===== config.mk =====
export PLATFORM = sky130hd
export DESIGN_NAME = rtg_top
export DESIGN_NICKNAME = d
export VERILOG_FILES = /design/src/rtl/rtg_pkg.sv /design/src/rtl/rtg_top.sv /design/src/rtl/rtg_prediv.sv
export VERILOG_INCLUDE_DIRS = /design/src /design/src/rtl
export SDC_FILE = /design/constraint.sdc
export NUM_CORES = 1
export LEC_CHECK = 0
export BUFFER_PORTS_ARGS = -buffer_cell sky130_fd_sc_hd__buf_2
export CAP_MARGIN = 20
export CELL_PAD_IN_SITES_DETAIL_PLACEMENT = 0
export CELL_PAD_IN_SITES_GLOBAL_PLACEMENT = 1
export CORE_ASPECT_RATIO = 1.25
export CORE_MARGIN = 3
export CORE_UTILIZATION = 48
export DETAILED_ROUTE_END_ITERATION = 8
export GPL_TIMING_DRIVEN = 0
export PLACE_DENSITY = 0.8
export SLEW_MARGIN = 5
export SYNTH_ARGS = -nofsm -noshare
export SYNTH_HDL_FRONTEND = slang
export SYNTH_HIERARCHICAL = 1
export SYNTH_SLANG_ARGS = --single-unit

===== constraint.sdc =====
create_clock -name core_clk -period 3.7 [get_ports core_clk]
set_input_delay 0 -clock core_clk [delete_from_list [all_inputs] [get_ports core_clk]]
set_output_delay 0 -clock core_clk [all_outputs]
set_load 0.03 [all_outputs]

===== src/rtl/rtg_cfg.svh =====
`ifndef RTG_CFG_SVH
`define RTG_CFG_SVH

// register offsets
`define RTG_OFS_GUARD 8'h13
`define RTG_OFS_CYCLE 8'h14
`define RTG_OFS_DIVLO 8'h15
`define RTG_OFS_TRIG 8'h16
`define RTG_OFS_PORT 8'h17
`define RTG_OFS_TUNE1 8'h18
`define RTG_OFS_TUNE2 8'h19
`define RTG_OFS_STATUS 8'h30
`define RTG_CFG_RESET 8'h00

// field positions
`define RTG_GAIN_HI 7
`define RTG_GAIN_LO 6
`define RTG_ATTN_HI 5
`define RTG_ATTN_LO 4
`define RTG_GTIME_HI 3
`define RTG_CYDBL_BIT 7
`define RTG_TRIM_HI 2
`define RTG_TSEL_HI 6
`define RTG_TSEL_LO 4
`define RTG_AVG_HI 3
`define RTG_AVG_LO 2
`define RTG_DIVHI_HI 1
`define RTG_PORT_HI 7
`define RTG_PORT_LO 4
`define RTG_FAKE_BIT 2
`define RTG_SPIN_HI 1

// timing and counts
`define RTG_CLK_PERIOD_NS 25
`define RTG_GUARD_STEP_NS 500
`define RTG_GUARD_STEP_CYC ((`RTG_GUARD_STEP_NS + `RTG_CLK_PERIOD_NS - 1) / `RTG_CLK_PERIOD_NS)
`define RTG_WARM_SHORT 5'h02
`define RTG_WARM_LONG 5'h08

`endif


===== src/rtl/rtg_pkg.sv =====
package rtg_pkg;
  // measurement sequencer states
  typedef enum logic [1:0] {
    ST_IDLE = 2'b00,
    ST_ARM = 2'b01,
    ST_WARM = 2'b10,
    ST_SAMPLE = 2'b11
  } rtg_seq_t;
  // trigger source codes
  typedef enum logic [2:0] {
    TRG_OFF = 3'b000,
    TRG_TIMER = 3'b001,
    TRG_PIN = 3'b011,
    TRG_CAP_ASYNC = 3'b101,
    TRG_CAP_SYNC = 3'b110
  } rtg_trig_t;
endpackage


===== src/rtl/rtg_top.sv =====
// The implementer's own choice: the strobed register port.
`timescale 1ns/10ps
`default_nettype none
`include "rtg_cfg.svh"
module rtg_top #(
  parameter int DIV_W = 10
) (
  // clock and reset
  input wire logic core_clk,
  input wire logic rstn,
  // register port
  input wire logic [7:0] regAddr,
  input wire logic [7:0] regWdata,
  input wire logic regWrite,
  input wire logic regRead,
  output logic [7:0] regRdata,
  // pins and converter events
  input wire logic lowFreqOscPin,
  input wire logic [3:0] gpPortPin,
  input wire logic capConvDone,
  input wire logic prechargeActive,
  // guard amplifier
  output logic guardToAmp,
  output logic [1:0] guardGainSel,
  output logic [1:0] guardAttenuationSel,
  output logic [2:0] guardCurrentTrim,
  // temperature converter
  output logic tempBusy,
  output logic tempWarmup,
  output logic tempSampleStrobe,
  output logic tempDone,
  output logic [3:0] tempPortEnable
);
  logic [7:0] cfgReg [0:6];
  logic [7:0] cfgIdx;
  logic cfgHit;
  logic [3:0] guardTime;
  logic tempCycleDouble;
  logic [DIV_W-1:0] tempTriggerDivider;
  logic [2:0] tempTriggerSource;
  logic [1:0] tempAverageDepth;
  logic tempFakeLong;
  logic [1:0] tempStartPinSel;
  logic [4:0] sync1_reg, sync2_reg, sync3_reg, pinLevel_reg;
  logic lfoTick;
  logic [3:0] pinRise;
  logic trigEvent, trigPass;
  rtg_pkg::rtg_seq_t state_reg;
  logic tick_reg;
  logic [4:0] cycCnt_reg;
  logic cycleEnd;
  logic [4:0] warmNum, avgNum;
  logic prechPrev_reg;
  logic prechRise;
  logic [8:0] guardSpan, guardCnt_reg;

  // field extraction
  assign guardTime = cfgReg[0][`RTG_GTIME_HI:0];
  assign tempCycleDouble = cfgReg[1][`RTG_CYDBL_BIT];
  assign tempTriggerDivider = {cfgReg[3][`RTG_DIVHI_HI:0], cfgReg[2]};
  assign tempTriggerSource = cfgReg[3][`RTG_TSEL_HI:`RTG_TSEL_LO];
  assign tempAverageDepth = cfgReg[3][`RTG_AVG_HI:`RTG_AVG_LO];
  assign tempFakeLong = cfgReg[4][`RTG_FAKE_BIT];
  assign tempStartPinSel = cfgReg[4][`RTG_SPIN_HI:0];

  // register decode
  assign cfgIdx = regAddr - `RTG_OFS_GUARD;
  assign cfgHit = (regAddr >= `RTG_OFS_GUARD) && (regAddr <= `RTG_OFS_TUNE2);

  // configuration writes; tuning words are stored but steer nothing here
  always_ff @(posedge core_clk) begin
    if (!rstn) begin
      for (int i = 0; i < 7; i++) begin
        cfgReg[i] <= `RTG_CFG_RESET;
      end
    end else if (regWrite && cfgHit) begin
      cfgReg[cfgIdx[2:0]] <= regWdata;
    end
  end

  // read data stand for the cycle after the strobe only
  always_ff @(posedge core_clk) begin
    if (!rstn) begin
      regRdata <= 8'h00;
    end else if (regRead && cfgHit) begin
      regRdata <= cfgReg[cfgIdx[2:0]];
    end else if (regRead && regAddr == `RTG_OFS_STATUS) begin
      regRdata <= {tempBusy, tempWarmup, state_reg == rtg_pkg::ST_ARM, cycCnt_reg};
    end else begin
      regRdata <= 8'h00;
    end
  end

  // guard settings straight from the register flops
  assign guardGainSel = cfgReg[0][`RTG_GAIN_HI:`RTG_GAIN_LO];
  assign guardAttenuationSel = cfgReg[0][`RTG_ATTN_HI:`RTG_ATTN_LO];
  assign guardCurrentTrim = cfgReg[1][`RTG_TRIM_HI:0];

  // three-stage synchroniser for oscillator and pins; a change counts once stages 2 and 3 agree
  always_ff @(posedge core_clk) begin
    if (!rstn) begin
      sync1_reg <= 5'h00;
      sync2_reg <= 5'h00;
      sync3_reg <= 5'h00;
      pinLevel_reg <= 5'h00;
    end else begin
      sync1_reg <= {gpPortPin, lowFreqOscPin};
      sync2_reg <= sync1_reg;
      sync3_reg <= sync2_reg;
      for (int i = 0; i < 5; i++) begin
        if (sync2_reg[i] == sync3_reg[i]) begin
          pinLevel_reg[i] <= sync3_reg[i];
        end
      end
    end
  end

  // rising edges of the filtered levels
  assign lfoTick = sync3_reg[0] && (sync2_reg[0] == sync3_reg[0]) && !pinLevel_reg[0];
  assign pinRise = sync3_reg[4:1] & ~(sync2_reg[4:1] ^ sync3_reg[4:1]) & ~pinLevel_reg[4:1];

  // trigger source mux; undefined codes raise nothing
  always_comb begin
    case (tempTriggerSource)
      rtg_pkg::TRG_TIMER: trigEvent = lfoTick;
      rtg_pkg::TRG_PIN: trigEvent = pinRise[tempStartPinSel];
      rtg_pkg::TRG_CAP_ASYNC: trigEvent = capConvDone;
      rtg_pkg::TRG_CAP_SYNC: trigEvent = capConvDone;
      default: trigEvent = 1'b0;
    endcase
  end

  // one divider serves both trigger thinning and oscillator division
  rtg_prediv #(
    .W(DIV_W)
  ) u_prediv (
    .core_clk(core_clk),
    .rstn(rstn),
    .trigIn(trigEvent),
    .divisor(tempTriggerDivider),
    .trigPass(trigPass)
  );

  // cycle counts
  assign warmNum = tempFakeLong ? `RTG_WARM_LONG : `RTG_WARM_SHORT;
  always_comb begin
    case (tempAverageDepth)
      2'h0: avgNum = 5'h01;
      2'h1: avgNum = 5'h04;
      2'h2: avgNum = 5'h08;
      2'h3: avgNum = 5'h10;
      default: avgNum = 5'h01;
    endcase
  end

  // a cycle is one oscillator period, or two with the double bit set
  assign cycleEnd = lfoTick && (tick_reg == tempCycleDouble);

  // measurement sequencer; triggers arriving while busy are dropped
  always_ff @(posedge core_clk) begin
    if (!rstn) begin
      state_reg <= rtg_pkg::ST_IDLE;
      cycCnt_reg <= 5'h00;
      tick_reg <= 1'b0;
    end else begin
      case (state_reg)
        rtg_pkg::ST_IDLE: begin
          tick_reg <= 1'b0;
          cycCnt_reg <= 5'h00;
          if (trigPass && tempTriggerSource == rtg_pkg::TRG_CAP_SYNC) begin
            state_reg <= rtg_pkg::ST_ARM;
          end else if (trigPass) begin
            state_reg <= rtg_pkg::ST_WARM;
          end
        end
        rtg_pkg::ST_ARM: begin
          // synchronous start waits for the oscillator edge
          if (lfoTick) begin
            state_reg <= rtg_pkg::ST_WARM;
          end
        end
        rtg_pkg::ST_WARM: begin
          if (lfoTick) begin
            tick_reg <= cycleEnd ? 1'b0 : 1'b1;
          end
          if (cycleEnd) begin
            if (cycCnt_reg == warmNum - 5'h01) begin
              state_reg <= rtg_pkg::ST_SAMPLE;
              cycCnt_reg <= 5'h00;
            end else begin
              cycCnt_reg <= cycCnt_reg + 5'h01;
            end
          end
        end
        rtg_pkg::ST_SAMPLE: begin
          if (lfoTick) begin
            tick_reg <= cycleEnd ? 1'b0 : 1'b1;
          end
          if (cycleEnd) begin
            if (cycCnt_reg == avgNum - 5'h01) begin
              state_reg <= rtg_pkg::ST_IDLE;
              cycCnt_reg <= 5'h00;
            end else begin
              cycCnt_reg <= cycCnt_reg + 5'h01;
            end
          end
        end
        default: state_reg <= rtg_pkg::ST_IDLE;
      endcase
    end
  end

  // result strobes; warm-up cycles never strobe
  always_ff @(posedge core_clk) begin
    if (!rstn) begin
      tempSampleStrobe <= 1'b0;
      tempDone <= 1'b0;
    end else begin
      tempSampleStrobe <= (state_reg == rtg_pkg::ST_SAMPLE) && cycleEnd;
      tempDone <= (state_reg == rtg_pkg::ST_SAMPLE) && cycleEnd && (cycCnt_reg == avgNum - 5'h01);
    end
  end

  // status and port drive
  assign tempBusy = (state_reg == rtg_pkg::ST_WARM) || (state_reg == rtg_pkg::ST_SAMPLE);
  assign tempWarmup = (state_reg == rtg_pkg::ST_WARM);
  // ports only driven while a measurement runs
  assign tempPortEnable = tempBusy ? cfgReg[4][`RTG_PORT_HI:`RTG_PORT_LO] : 4'h0;

  // guard switch-over timer, restarted by each precharge
  assign prechRise = prechargeActive && !prechPrev_reg;
  assign guardSpan = 9'(32'(guardTime) * `RTG_GUARD_STEP_CYC);
  always_ff @(posedge core_clk) begin
    if (!rstn) begin
      prechPrev_reg <= 1'b0;
      guardCnt_reg <= 9'h000;
    end else begin
      prechPrev_reg <= prechargeActive;
      if (prechRise) begin
        guardCnt_reg <= (guardSpan == 9'h000) ? 9'h000 : guardSpan - 9'h001;
      end else if (guardCnt_reg != 9'h000) begin
        guardCnt_reg <= guardCnt_reg - 9'h001;
      end
    end
  end
  // direct connection for exactly guardSpan cycles from the precharge edge
  assign guardToAmp = !prechargeActive || (prechRise ? (guardSpan == 9'h000)
                                                      : (guardCnt_reg == 9'h000));

  // checking helpers
  logic [8:0] dirAge_reg;
  logic [4:0] warmSeen_reg, sampSeen_reg;
  logic [2:0] ticksInCycle_reg;
  always_ff @(posedge core_clk) begin
    if (!rstn) begin
      dirAge_reg <= 9'h000;
      warmSeen_reg <= 5'h00;
      sampSeen_reg <= 5'h00;
      ticksInCycle_reg <= 3'h0;
    end else begin
      dirAge_reg <= prechRise ? 9'h001 : (dirAge_reg + 9'h001);
      if (state_reg == rtg_pkg::ST_IDLE) begin
        warmSeen_reg <= 5'h00;
        sampSeen_reg <= 5'h00;
      end else begin
        if (tempWarmup && cycleEnd) warmSeen_reg <= warmSeen_reg + 5'h01;
        if (state_reg == rtg_pkg::ST_SAMPLE && cycleEnd) sampSeen_reg <= sampSeen_reg + 5'h01;
      end
      if (!tempBusy || cycleEnd) begin
        ticksInCycle_reg <= 3'h0;
      end else if (lfoTick) begin
        ticksInCycle_reg <= ticksInCycle_reg + 3'h1;
      end
    end
  end

  a_guard_direct_span: assert property (@(posedge core_clk) disable iff (!rstn)
    prechargeActive && !prechRise && $rose(guardToAmp) && $stable(guardTime)
    |-> dirAge_reg == guardSpan)
    else $error("guard handed to amplifier at wrong time");
  a_guard_zero_time: assert property (@(posedge core_clk) disable iff (!rstn)
    prechRise && guardTime == 4'h0 |-> guardToAmp)
    else $error("guard held direct with zero guard time");
  a_guard_gain_map: assert property (@(posedge core_clk) disable iff (!rstn)
    regWrite && regAddr == `RTG_OFS_GUARD |=> guardGainSel == $past(regWdata[7:6]))
    else $error("guard gain does not follow written field");
  a_cycle_ticks: assert property (@(posedge core_clk) disable iff (!rstn)
    tempBusy && cycleEnd |-> ticksInCycle_reg == 3'(tempCycleDouble))
    else $error("temperature cycle length wrong");
  a_trig_off_idle: assert property (@(posedge core_clk) disable iff (!rstn)
    state_reg == rtg_pkg::ST_IDLE && tempTriggerSource == 3'h0 |=> state_reg == rtg_pkg::ST_IDLE)
    else $error("measurement started with trigger off");
  a_cap_end_start: assert property (@(posedge core_clk) disable iff (!rstn)
    state_reg == rtg_pkg::ST_IDLE && capConvDone && tempTriggerSource == 3'h5
    && tempTriggerDivider <= 10'h001 |=> tempBusy)
    else $error("conversion end did not start measurement");
  a_sync_waits_osc: assert property (@(posedge core_clk) disable iff (!rstn)
    state_reg == rtg_pkg::ST_ARM && !lfoTick |=> state_reg == rtg_pkg::ST_ARM)
    else $error("synchronous start left before oscillator edge");
  a_avg_samples: assert property (@(posedge core_clk) disable iff (!rstn)
    tempDone |-> sampSeen_reg == $past(avgNum))
    else $error("wrong number of averaged samples");
  a_warm_count: assert property (@(posedge core_clk) disable iff (!rstn)
    $fell(tempWarmup) && tempBusy |-> warmSeen_reg == $past(warmNum))
    else $error("wrong number of warm-up cycles");
  a_port_gate: assert property (@(posedge core_clk) disable iff (!rstn)
    tempBusy |-> tempPortEnable == {cfgReg[4][7], cfgReg[4][6], cfgReg[4][5], cfgReg[4][4]})
    else $error("port enables do not follow configuration");
  a_port_idle_off: assert property (@(posedge core_clk) disable iff (!rstn)
    !tempBusy |-> tempPortEnable == 4'h0)
    else $error("port driven outside a measurement");
  a_pin_select: assert property (@(posedge core_clk) disable iff (!rstn)
    tempTriggerSource == 3'h3 && trigEvent |-> pinRise[tempStartPinSel])
    else $error("unselected pin raised a trigger");
  a_osc_divided: assert property (@(posedge core_clk) disable iff (!rstn)
    tempTriggerSource == 3'h1 && trigPass |-> lfoTick)
    else $error("timer trigger not from oscillator");

  c_cap_start: cover property (@(posedge core_clk) disable iff (!rstn)
    capConvDone && state_reg == rtg_pkg::ST_IDLE ##1 tempBusy);
  c_pin_start: cover property (@(posedge core_clk) disable iff (!rstn)
    tempTriggerSource == 3'h3 && trigPass);
  c_long_warm: cover property (@(posedge core_clk) disable iff (!rstn)
    tempFakeLong && $fell(tempWarmup));
  c_done_avg16: cover property (@(posedge core_clk) disable iff (!rstn)
    tempDone && tempAverageDepth == 2'h3);
endmodule // rtg_top
`default_nettype wire


===== src/rtl/rtg_prediv.sv =====
`timescale 1ns/10ps
`default_nettype none
module rtg_prediv #(
  parameter int W = 10
) (
  // clock and reset
  input wire logic core_clk,
  input wire logic rstn,
  // trigger in, divider value, passed trigger
  input wire logic trigIn,
  input wire logic [W-1:0] divisor,
  output logic trigPass
);
  logic [W-1:0] cnt_reg;

  // 0 and 1 both mean no division; >= guards a divisor lowered mid-count
  always_comb begin
    trigPass = trigIn && ((divisor <= W'(1)) || (cnt_reg >= divisor - W'(1)));
  end

  // count swallowed triggers
  always_ff @(posedge core_clk) begin
    if (!rstn) begin
      cnt_reg <= '0;
    end else if (trigPass) begin
      cnt_reg <= '0;
    end else if (trigIn) begin
      cnt_reg <= cnt_reg + W'(1);
    end
  end

  a_prediv_bypass: assert property (@(posedge core_clk) disable iff (!rstn)
    trigIn && divisor <= W'(1) |-> trigPass)
    else $error("divider swallowed a trigger at divisor 0 or 1");
  a_prediv_swallow: assert property (@(posedge core_clk) disable iff (!rstn)
    trigIn && !trigPass |=> cnt_reg == $past(cnt_reg) + W'(1))
    else $error("divider did not count a swallowed trigger");
  a_prediv_nth: assert property (@(posedge core_clk) disable iff (!rstn)
    trigPass && divisor > W'(1) && $stable(divisor) |-> cnt_reg == divisor - W'(1))
    else $error("divider passed before the nth trigger");
endmodule // rtg_prediv
`default_nettype wire


# Word level (Yosys, flattened, before mapping)
# Memories as Yosys holds them, arrays and structs flattened.
# Cells that the tools add are included.
# totals
output_inout_bits	24
input_bits	27
mem_bits_rw	56
n_memories	1
elab_cells	132
reg_bits	58
# op_classes
magnitude_cmp	5
bitwise_logic	6
n_eq_ne	26
reduce_logical	33
add_sub_neg	8
muxes	35
mul	1
# mem_list
memory	depth	word_bits	rd	rd_ports_with_merged_regs	wr	line_no	text
cfgReg	7	8	6	0	7	rtg_top.sv:34	logic [7:0] cfgReg [0:6];
# op_table
op	count
2-to-1 mux 9 bit	3
2-to-1 mux 8 bit	3
2-to-1 mux 5 bit	4
one-hot mux 5 bit (4 select lines)	1
logical NOT 9 bit	2
subtractor 9 x 1 -> 9 bit, second input constant	2
one-hot mux 5 bit (3 select lines)	1
2-to-1 mux 2 bit	7
logical AND 1 bit	12
adder 10 x 1 -> 10 bit, second input constant	1
== test 5 bit	2
greater-or-equal comparator 10 bit	1
less-or-equal comparator 10 x 1 -> 1 bit, second input constant	1
subtractor 10 x 1 -> 10 bit, second input constant	1
2-to-1 mux 1 bit	9
nonzero test 9 bit	1
AND 4 bit	2
== test 2 bit, second input constant	4
== test 8 x 6 -> 1 bit, second input constant	1
greater-or-equal comparator 8 x 5 -> 1 bit, second input constant	1
less-or-equal comparator 8 x 5 -> 1 bit, second input constant	1
2-to-1 mux 4 bit	2
NOT 4 bit	2
one-hot mux 2 bit (4 select lines)	1
other kinds (30)	49

# Logic depth before layout (Yosys ltp)
# Gate-level depths: netlist (run 1).
# logic_depth
word_depth	11
depth_mapped	15
ltp_nobuf	15

# Hierarchy
# Netlist (run 1), hierarchy kept.
# by_module_without_submodules
module	area_per_inst_um2	n_inst	cells_each
rtg_top	5479.0	1	494
rtg_prediv	899.6	1	103

# Worst setup path before layout (run 1)
# Ideal clock, no wire load.
# synth_path
kind	reg2reg
from	mem cfgReg[2][3]
to	reg state_reg[0]
path_buffers	0
path_stages_with_launch	14
t_required_ns	3.572
synth_period_minus_slack_ns	3.324
arrival_ns	3.196
path_slack_ns	0.376
path_cell_list	edfxtp_1 or4_4 nor2_1 nand2_1 xor2_1 ha_1 nand4_1 or3_2 nand2_1 o21a_1 inv_1 a221oi_1 o211ai_1 mux2i_1
# synth_lines
item	line_no	text
from (decl)	rtg_top.sv:34	
to (signal assigned)	rtg_top.sv:162	state_reg <= rtg_pkg::ST_IDLE;
to (signal assigned)	rtg_top.sv:171	state_reg <= rtg_pkg::ST_ARM;
to (signal assigned)	rtg_top.sv:173	state_reg <= rtg_pkg::ST_WARM;
to (decl)	rtg_top.sv:48	rtg_pkg::rtg_seq_t state_reg;

==> metrics.txt, run 1 <==
drt total wl=15,500 microns; Seq cells post-synth=122; Worst path slowest cell=or4_4; Synth area leaders=edfxtp_1, dfxtp_1, ha_1; normalized max-slew margin=29.4%; maximum clock rate=286 MHz; WP buf/inv=1; Synth area leader=edfxtp_1; CTS tree=done; drt first pass iters=5; share of layout cells above drive strength 1=20.1%; Design Area, Final=7670 sq um; width of the die=109 microns; CTS HTree Levels=4; via-per-instance ratio=5.59; hpwl dp=11,500 microns; global route overflow=0; Die Area=14,700 sq um; Area Overhead vs Synth=20.2%; Post-Syn Area=6380 sq um; Largest delay share family, worst path=compound AO/OA/AOI/OAI gates; Starting Density=49.7%; Worst Setup Start Kind=flop; top cell type's share of synthesized area=26.4%; CORE AREA=12,800 sq um; Final ANT Viol Nets=0; die height=135 microns; Arr. time, crit path=3.78 ns; CP startpoint=cfgReg[2][4]; Distinct cells, synth=63; Finish-stage setup viols=0; Max Buffers Root-to-Sink=2; GRT Util Overall=22.2%; hold_sp=regWrite; Lkg Pwr=0.00304 uW; initial antenna violation count=0; Req. time, crit path=3.98 ns; DR WL/cell=17.8 microns; PortBufs=50; CP Capture Type=flop; Yosys warnings=6; Tmin final=3.50 ns; largest net degree at the start of global routing=17; First DRT Iteration DRCs=267; clock latency on the worst-skew pair=0.41 ns; Final Cycle Share=94.6%; Worst Hold Class=input pin to flop; final net count=752; syn nets=659; DP Area=6840 sq um; IO Count=51; VDD IR max=0.325 mV; # clock sinks=122; mean post-synth cell area=10.7 sq um; ant diodes=0; Cell Rows=46; post-synthesis sequential area ratio=47.1%; Post-synth top cells=dfxtp_1, edfxtp_1, and2_1; EDFF count, synth=56; fin. max-slew vios=0; number of global-route vias before repair=4,884; measured slew at the worst slew-check pin=1.05 ns; RSZ-0062 raised after global routing=no; Max-Cap Viols=0; FF-to-FF Start=cfgReg[2][4]; DR vias=4,872; clock-pin transition on the worst setup and hold timing paths=0.05 ns; worst setup path category=flop to flop; clock root cell=clkbuf_16; pwr/cell area=465 nW/um^2; gp weighted congestion=0.878; Post-Synthesis Cells=597; cell with the most instances after synthesis=dfxtp_1; worst path cell trace=or4_4 > nor2_1 > nand2_1 > xor2_1 > ha_1 > nand4_1 > a211oi_2 > a2111oi_4 > nand2_4 > o21a_1 > inv_1 > a221oi_1 > o211ai_1 > mux2i_1; total power=3570 uW; number of flip-flops in the largest register=64; final hold viol count=0; Setup Skew=0.0104 ns; Crit Path Max Fanout=8; crit-path max cell delay=0.56 ns; DRC=0; first-pass GRT wire length=24,900 microns; status=complete, no violations; dominant synthesized flop cell=dfxtp_1; Num CTS Buffers=17; Post-synth ARST share=0%
==> report_power, final <==
| group | internal (uW) | switching (uW) | total (uW) |
|---|---|---|---|
| Combinational | 188 | 232 | 420 |
| Sequential | 1470 | 51.2 | 1520 |
| Clock | 1010 | 616 | 1630 |
| Total | 2670 | 900 | 3570 |
==> final cells by class <==
cell class | count | area (sq um)
fillers | 1060 | 5170
multi-input cells | 413 | 3120
flip-flops and latches | 122 | 3000
clock buffers | 21 | 483
repair buffers | 74 | 465
well taps | 168 | 210
plain buffers | 29 | 155
inverters | 33 | 124
clock inverters | 11 | 106
==> path summary, 6_finish.rpt <==
kind,depth (start not counted),endpoint,slack (ns)
setup / recovery,14,state_reg[1],0.20
hold / removal,3,cfgReg[4][4],0.23
setup reg to reg,14,state_reg[1],0.20
hold reg to reg,1,sync2_reg[1],0.43
==> metrics by stage <==
| step | hold WS, ns | cells | setup slack [ns] | util [%] | setup TNS (ns) |
|---|---|---|---|---|---|
| 6_report | 0.235 | 871 | 0.201 | 59.7 | 0 |
| 2_1_floorplan | 0.122 | 597 | 0.376 | - | 0 |
| 3_5_place_dp | 0.211 | 816 | -0.170 | 53.3 | -0.333 |
| 5_1_grt | 0.244 | 871 | 0.0288 | 59.7 | 0 |
| 4_1_cts | 0.211 | 864 | 0.0153 | 59.2 | 0 |
| 3_3_place_gp | 0.205 | 815 | -0.114 | 53.3 | -0.226 |
==> routing by layer <==
metal  up-vias  track usage (%)  wire (microns)
li1       2346                -               -
met1      2360             27.9            6640
met3        21             4.69             670
met5         -                0               0
met2       145             37.6            7850
met4         0             7.51             306
==> logic make-up (layout without fill, tap and decap cells) <==
logic type | count (synthesis) | count (layout) | synth area share (%)
simple gates | 228 | 228 | 19.5
flops | 122 | 122 | 47.1
compound gates | 92 | 92 | 10.4
buf+inv | 62 | 168 | 4.37
fa+ha+maj | 35 | 35 | 6.98
mux | 31 | 31 | 8.00
xor+xnor | 27 | 27 | 3.71
==> cell usage in the layout, fill, tap and decap left out, types with 16 or more instances in the layout <==
cell type  Yosys  routed
a21oi_1       19      19
and2_1        50      50
buf_2         10      61
clkbuf_16      0      19
dfxtp_1       66      66
edfxtp_1      56      56
ha_1          34      34
inv_1         33      33
mux4_2        16      16
nand2_1       40      39
nand3_1       16      16
nor2_1        48      48
==> tightest hold or removal path, delay by kind of cell <==
family                 cells  cell delay [ns]
AOI/OAI and AO/OA          1             0.19
buffers and inverters      1             0.12
and+or+nand+nor            1             0.11
==> timing repair <==
action	CTS	global route
endpoints found under the hold margin	40	0
setup buffers	1	7
pin swaps	1	2
resized for setup	3	2
endpoints found under the setup margin	2	2
hold buffers	15	0
(Power assumes the default switching activity.)
==> inputs of run 2 (changes only) <==
REMOVE_ABC_BUFFERS = 1   (was not set)
==> run 2 against run 1 <==
Net effect:
- die area unchanged
- first-iteration DRC count shrank 12%
- cell area down 1.8%
- hold slack worse by 0.15 ns
- routed wire length is 8.8% lower
- sequential power hardly changed
- clock power is 7% higher
- maximum frequency hardly changed
- non-clock buffer count decreased by 34
- critical endpoint is now state_reg[0]
==> metrics.txt, run 2 (synthesis results as in run 1) <==
Combinational Power Share=10.9% (-0.9 points); Clock power frac=47.6% (+2.0 points); die height=135 microns (unchanged); Req. time, crit path=3.99 ns (about the same); Core Util, Final=58.7% (-1.1 points); width of the die=109 microns (unchanged); via-per-instance ratio=5.48 (-2.0%); switch share=23.2% (-2.0 points); first-pass GRT wire length=22,700 microns (-8.8%); DR vias=4,589 (-5.8%); # clock sinks=122 (unchanged); Reg area=3000 sq um (unchanged); Design Area, Final=7530 sq um (-1.8%); most frequent cells in the layout=dfxtp_1, edfxtp_1, buf_2; FF-to-FF Start=cfgReg[2][3]; fillers=1,056 (-0.38%); Num CTS Buffers=17 (unchanged); largest net degree at the start of global routing=63 (+46); CORE AREA=12,800 sq um (unchanged); met1 Use GR=25.2% (-2.7 points); share of layout cells above drive strength 1=17.6% (-2.4 points); Finish-stage setup viols=0 (unchanged); fin. max-slew vios=0 (unchanged); GRT Util Overall=20.2% (-1.9 points); hpwl dp=10,200 microns (-12%); net switching power=852 uW (-5.3%); Worst Setup Start Kind=flop; CTS HTree Levels=4 (unchanged); VDD IR max=0.323 mV (-0.71%); global route overflow=0 (unchanged); DP Area=6690 sq um (-2.3%); WP buf/inv=1 (unchanged); Starting Density=49.7% (unchanged); Sum Neg Setup Slack=0 ns (unchanged); pwr/cell area=487 nW/um^2 (+4.7%); number of flip-flops in the largest register=64 (unchanged); Max-Cap Viols=0 (unchanged); area of the multi-input gates=3130 sq um (+0.20%); hold_sp=rstn; Die Area=14,700 sq um (unchanged); worst setup path category=flop to flop; final net count=718 (-4.5%); Arr. time, crit path=3.79 ns (about the same); drt first pass iters=5 (unchanged); met2 Use GR=34.0% (-3.6 points); IO Count=51 (unchanged); Lkg Pwr=0.00295 uW (-3.1%); Worst Hold Class=input pin to flop; ant diodes=0 (unchanged); Flop pwr share=41.5% (-1.1 points); Final Cycle Share=94.5% (about the same); gp weighted congestion=0.801 (-8.7%); Crit Path Max Fanout=8 (unchanged); drt total wl=14,100 microns (-8.8%); worst path cell trace=or4_4 > nor2_1 > nand2_1 > xor2_1 > ha_1 > nand4_1 > or3_4 > nand2_4 > o21a_1 > inv_1 > a221oi_2 > o211ai_1 > mux2i_1; measured slew at the worst slew-check pin=1.01 ns (-0.0489 ns); CP startpoint=cfgReg[2][3]; Tmin final=3.50 ns (-0.00196 ns); DR WL/cell=16.8 microns (-5.1%); Cell Rows=46 (unchanged); R2R setup slack=0.20 ns (about the same); RSZ-0062 raised after global routing=no; initial antenna violation count=0 (unchanged); clock root cell=clkbuf_16; CTS tree=done; Area Overhead vs Synth=18.0%; P_int=2820 uW (+5.6%); crit-path max cell delay=0.61 ns (+0.05 ns); First DRT Iteration DRCs=236 (-12%); clock latency on the worst-skew pair=0.42 ns (about the same); PortBufs=50 (unchanged); commonest non-fill, non-tap cell in the layout=dfxtp_1; total power=3670 uW (+2.8%); clock-pin transition on the worst setup and hold timing paths=0.05 ns (about the same); global routing usage on met3=4.59% (-0.096 points); status=complete, no violations; Worst path slowest cell=or4_4; Hold Slack=0.0887 ns (-0.146 ns); normalized max-slew margin=32.9% (+3.5 points); number of global-route vias before repair=4,550 (-6.8%); final hold viol count=0 (unchanged); Max Buffers Root-to-Sink=2 (unchanged); maximum clock rate=286 MHz (about the same); global routing's busiest layer=met2; Setup Skew=0.00605 ns (-0.00435 ns); Largest delay share family, worst path=simple AND/OR/NAND/NOR gates; Final ANT Viol Nets=0 (unchanged); CP Capture Type=flop; DRC=0 (unchanged)
## run 2: changes by cell type in the layout (fill, tap and decap cells not counted), moves of 2 or more
cell / change
bufinv_16: +2
buf_4: -12
clkinv_4: -2
buf_2: -10
inv_6: -3
clkbuf_1: -8
clkbuf_8: +4
## run 2: routing by layer
metal | up-vias | wire length [microns] | share of wire, %
li1 | 2272 | - | -
met1 | 2215 | 6150 | 44
met2 | 84 | 7230 | 51
met3 | 18 | 477 | 3.4
met4 | 0 | 242 | 1.7
met5 | - | 0 | 0
## run 2: layout make-up
cell class	count	area share, %
timing repair buffer	69	5.82
clock inverter	6	1.45
inverter	33	1.65
tap	168	2.79
multi-input combinational	413	41.5
sequential	122	39.9
clock buffer	26	6.91
## run 2: path summary, 6_finish.rpt
check	cells after the start	endpoint
max reg2reg	13	state_reg[0]
max	13	state_reg[0]
min	2	pinLevel_reg[2]
min reg2reg	1	sync2_reg[2]
## run 2: metrics by stage
| stage | setup WS [ns] | cells |
|---|---|---|
| floorplan | 0.374 | 568 |
| global placement | -0.139 | 786 |
| detailed placement | -0.144 | 787 |
| CTS | 0.0157 | 836 |
| global route | 0.0404 | 837 |
| finish | 0.203 | 837 |
## run 2: what timing repair did
action | 4_1_cts | 5_1_grt
buffers inserted | 3 | 0
gates resized for setup | 3 | 3
pin swaps | 1 | 2
setup endpoints to repair | 2 | 2
hold buffers | 14 | 0
hold endpoints to repair | 41 | 0
## run 2: worst reg2reg max path, cell delays in order (launching register included)
cell,delay [ns]
edfxtp_1,0.45
or4_4,0.62
nor2_1,0.12
nand2_1,0.08
xor2_1,0.15
ha_1,0.36
nand4_1,0.17
or3_4,0.46
nand2_4,0.12
o21a_1,0.17
inv_1,0.08
a221oi_2,0.24
o211ai_1,0.19
mux2i_1,0.16
## run 2: power groups by stage
| stage | Clock (uW) | Sequential [uW] | Combinational (uW) |
|---|---|---|---|
| 5_1_grt | 1840 | 1530 | 441 |
| 3_3_place_gp | 0 | 1550 | 371 |
| 2_1_floorplan | 0 | 1540 | 265 |
| 6_report | 1750 | 1520 | 399 |
| 4_1_cts | 1770 | 1520 | 397 |
| 3_5_place_dp | 0 | 1550 | 378 |
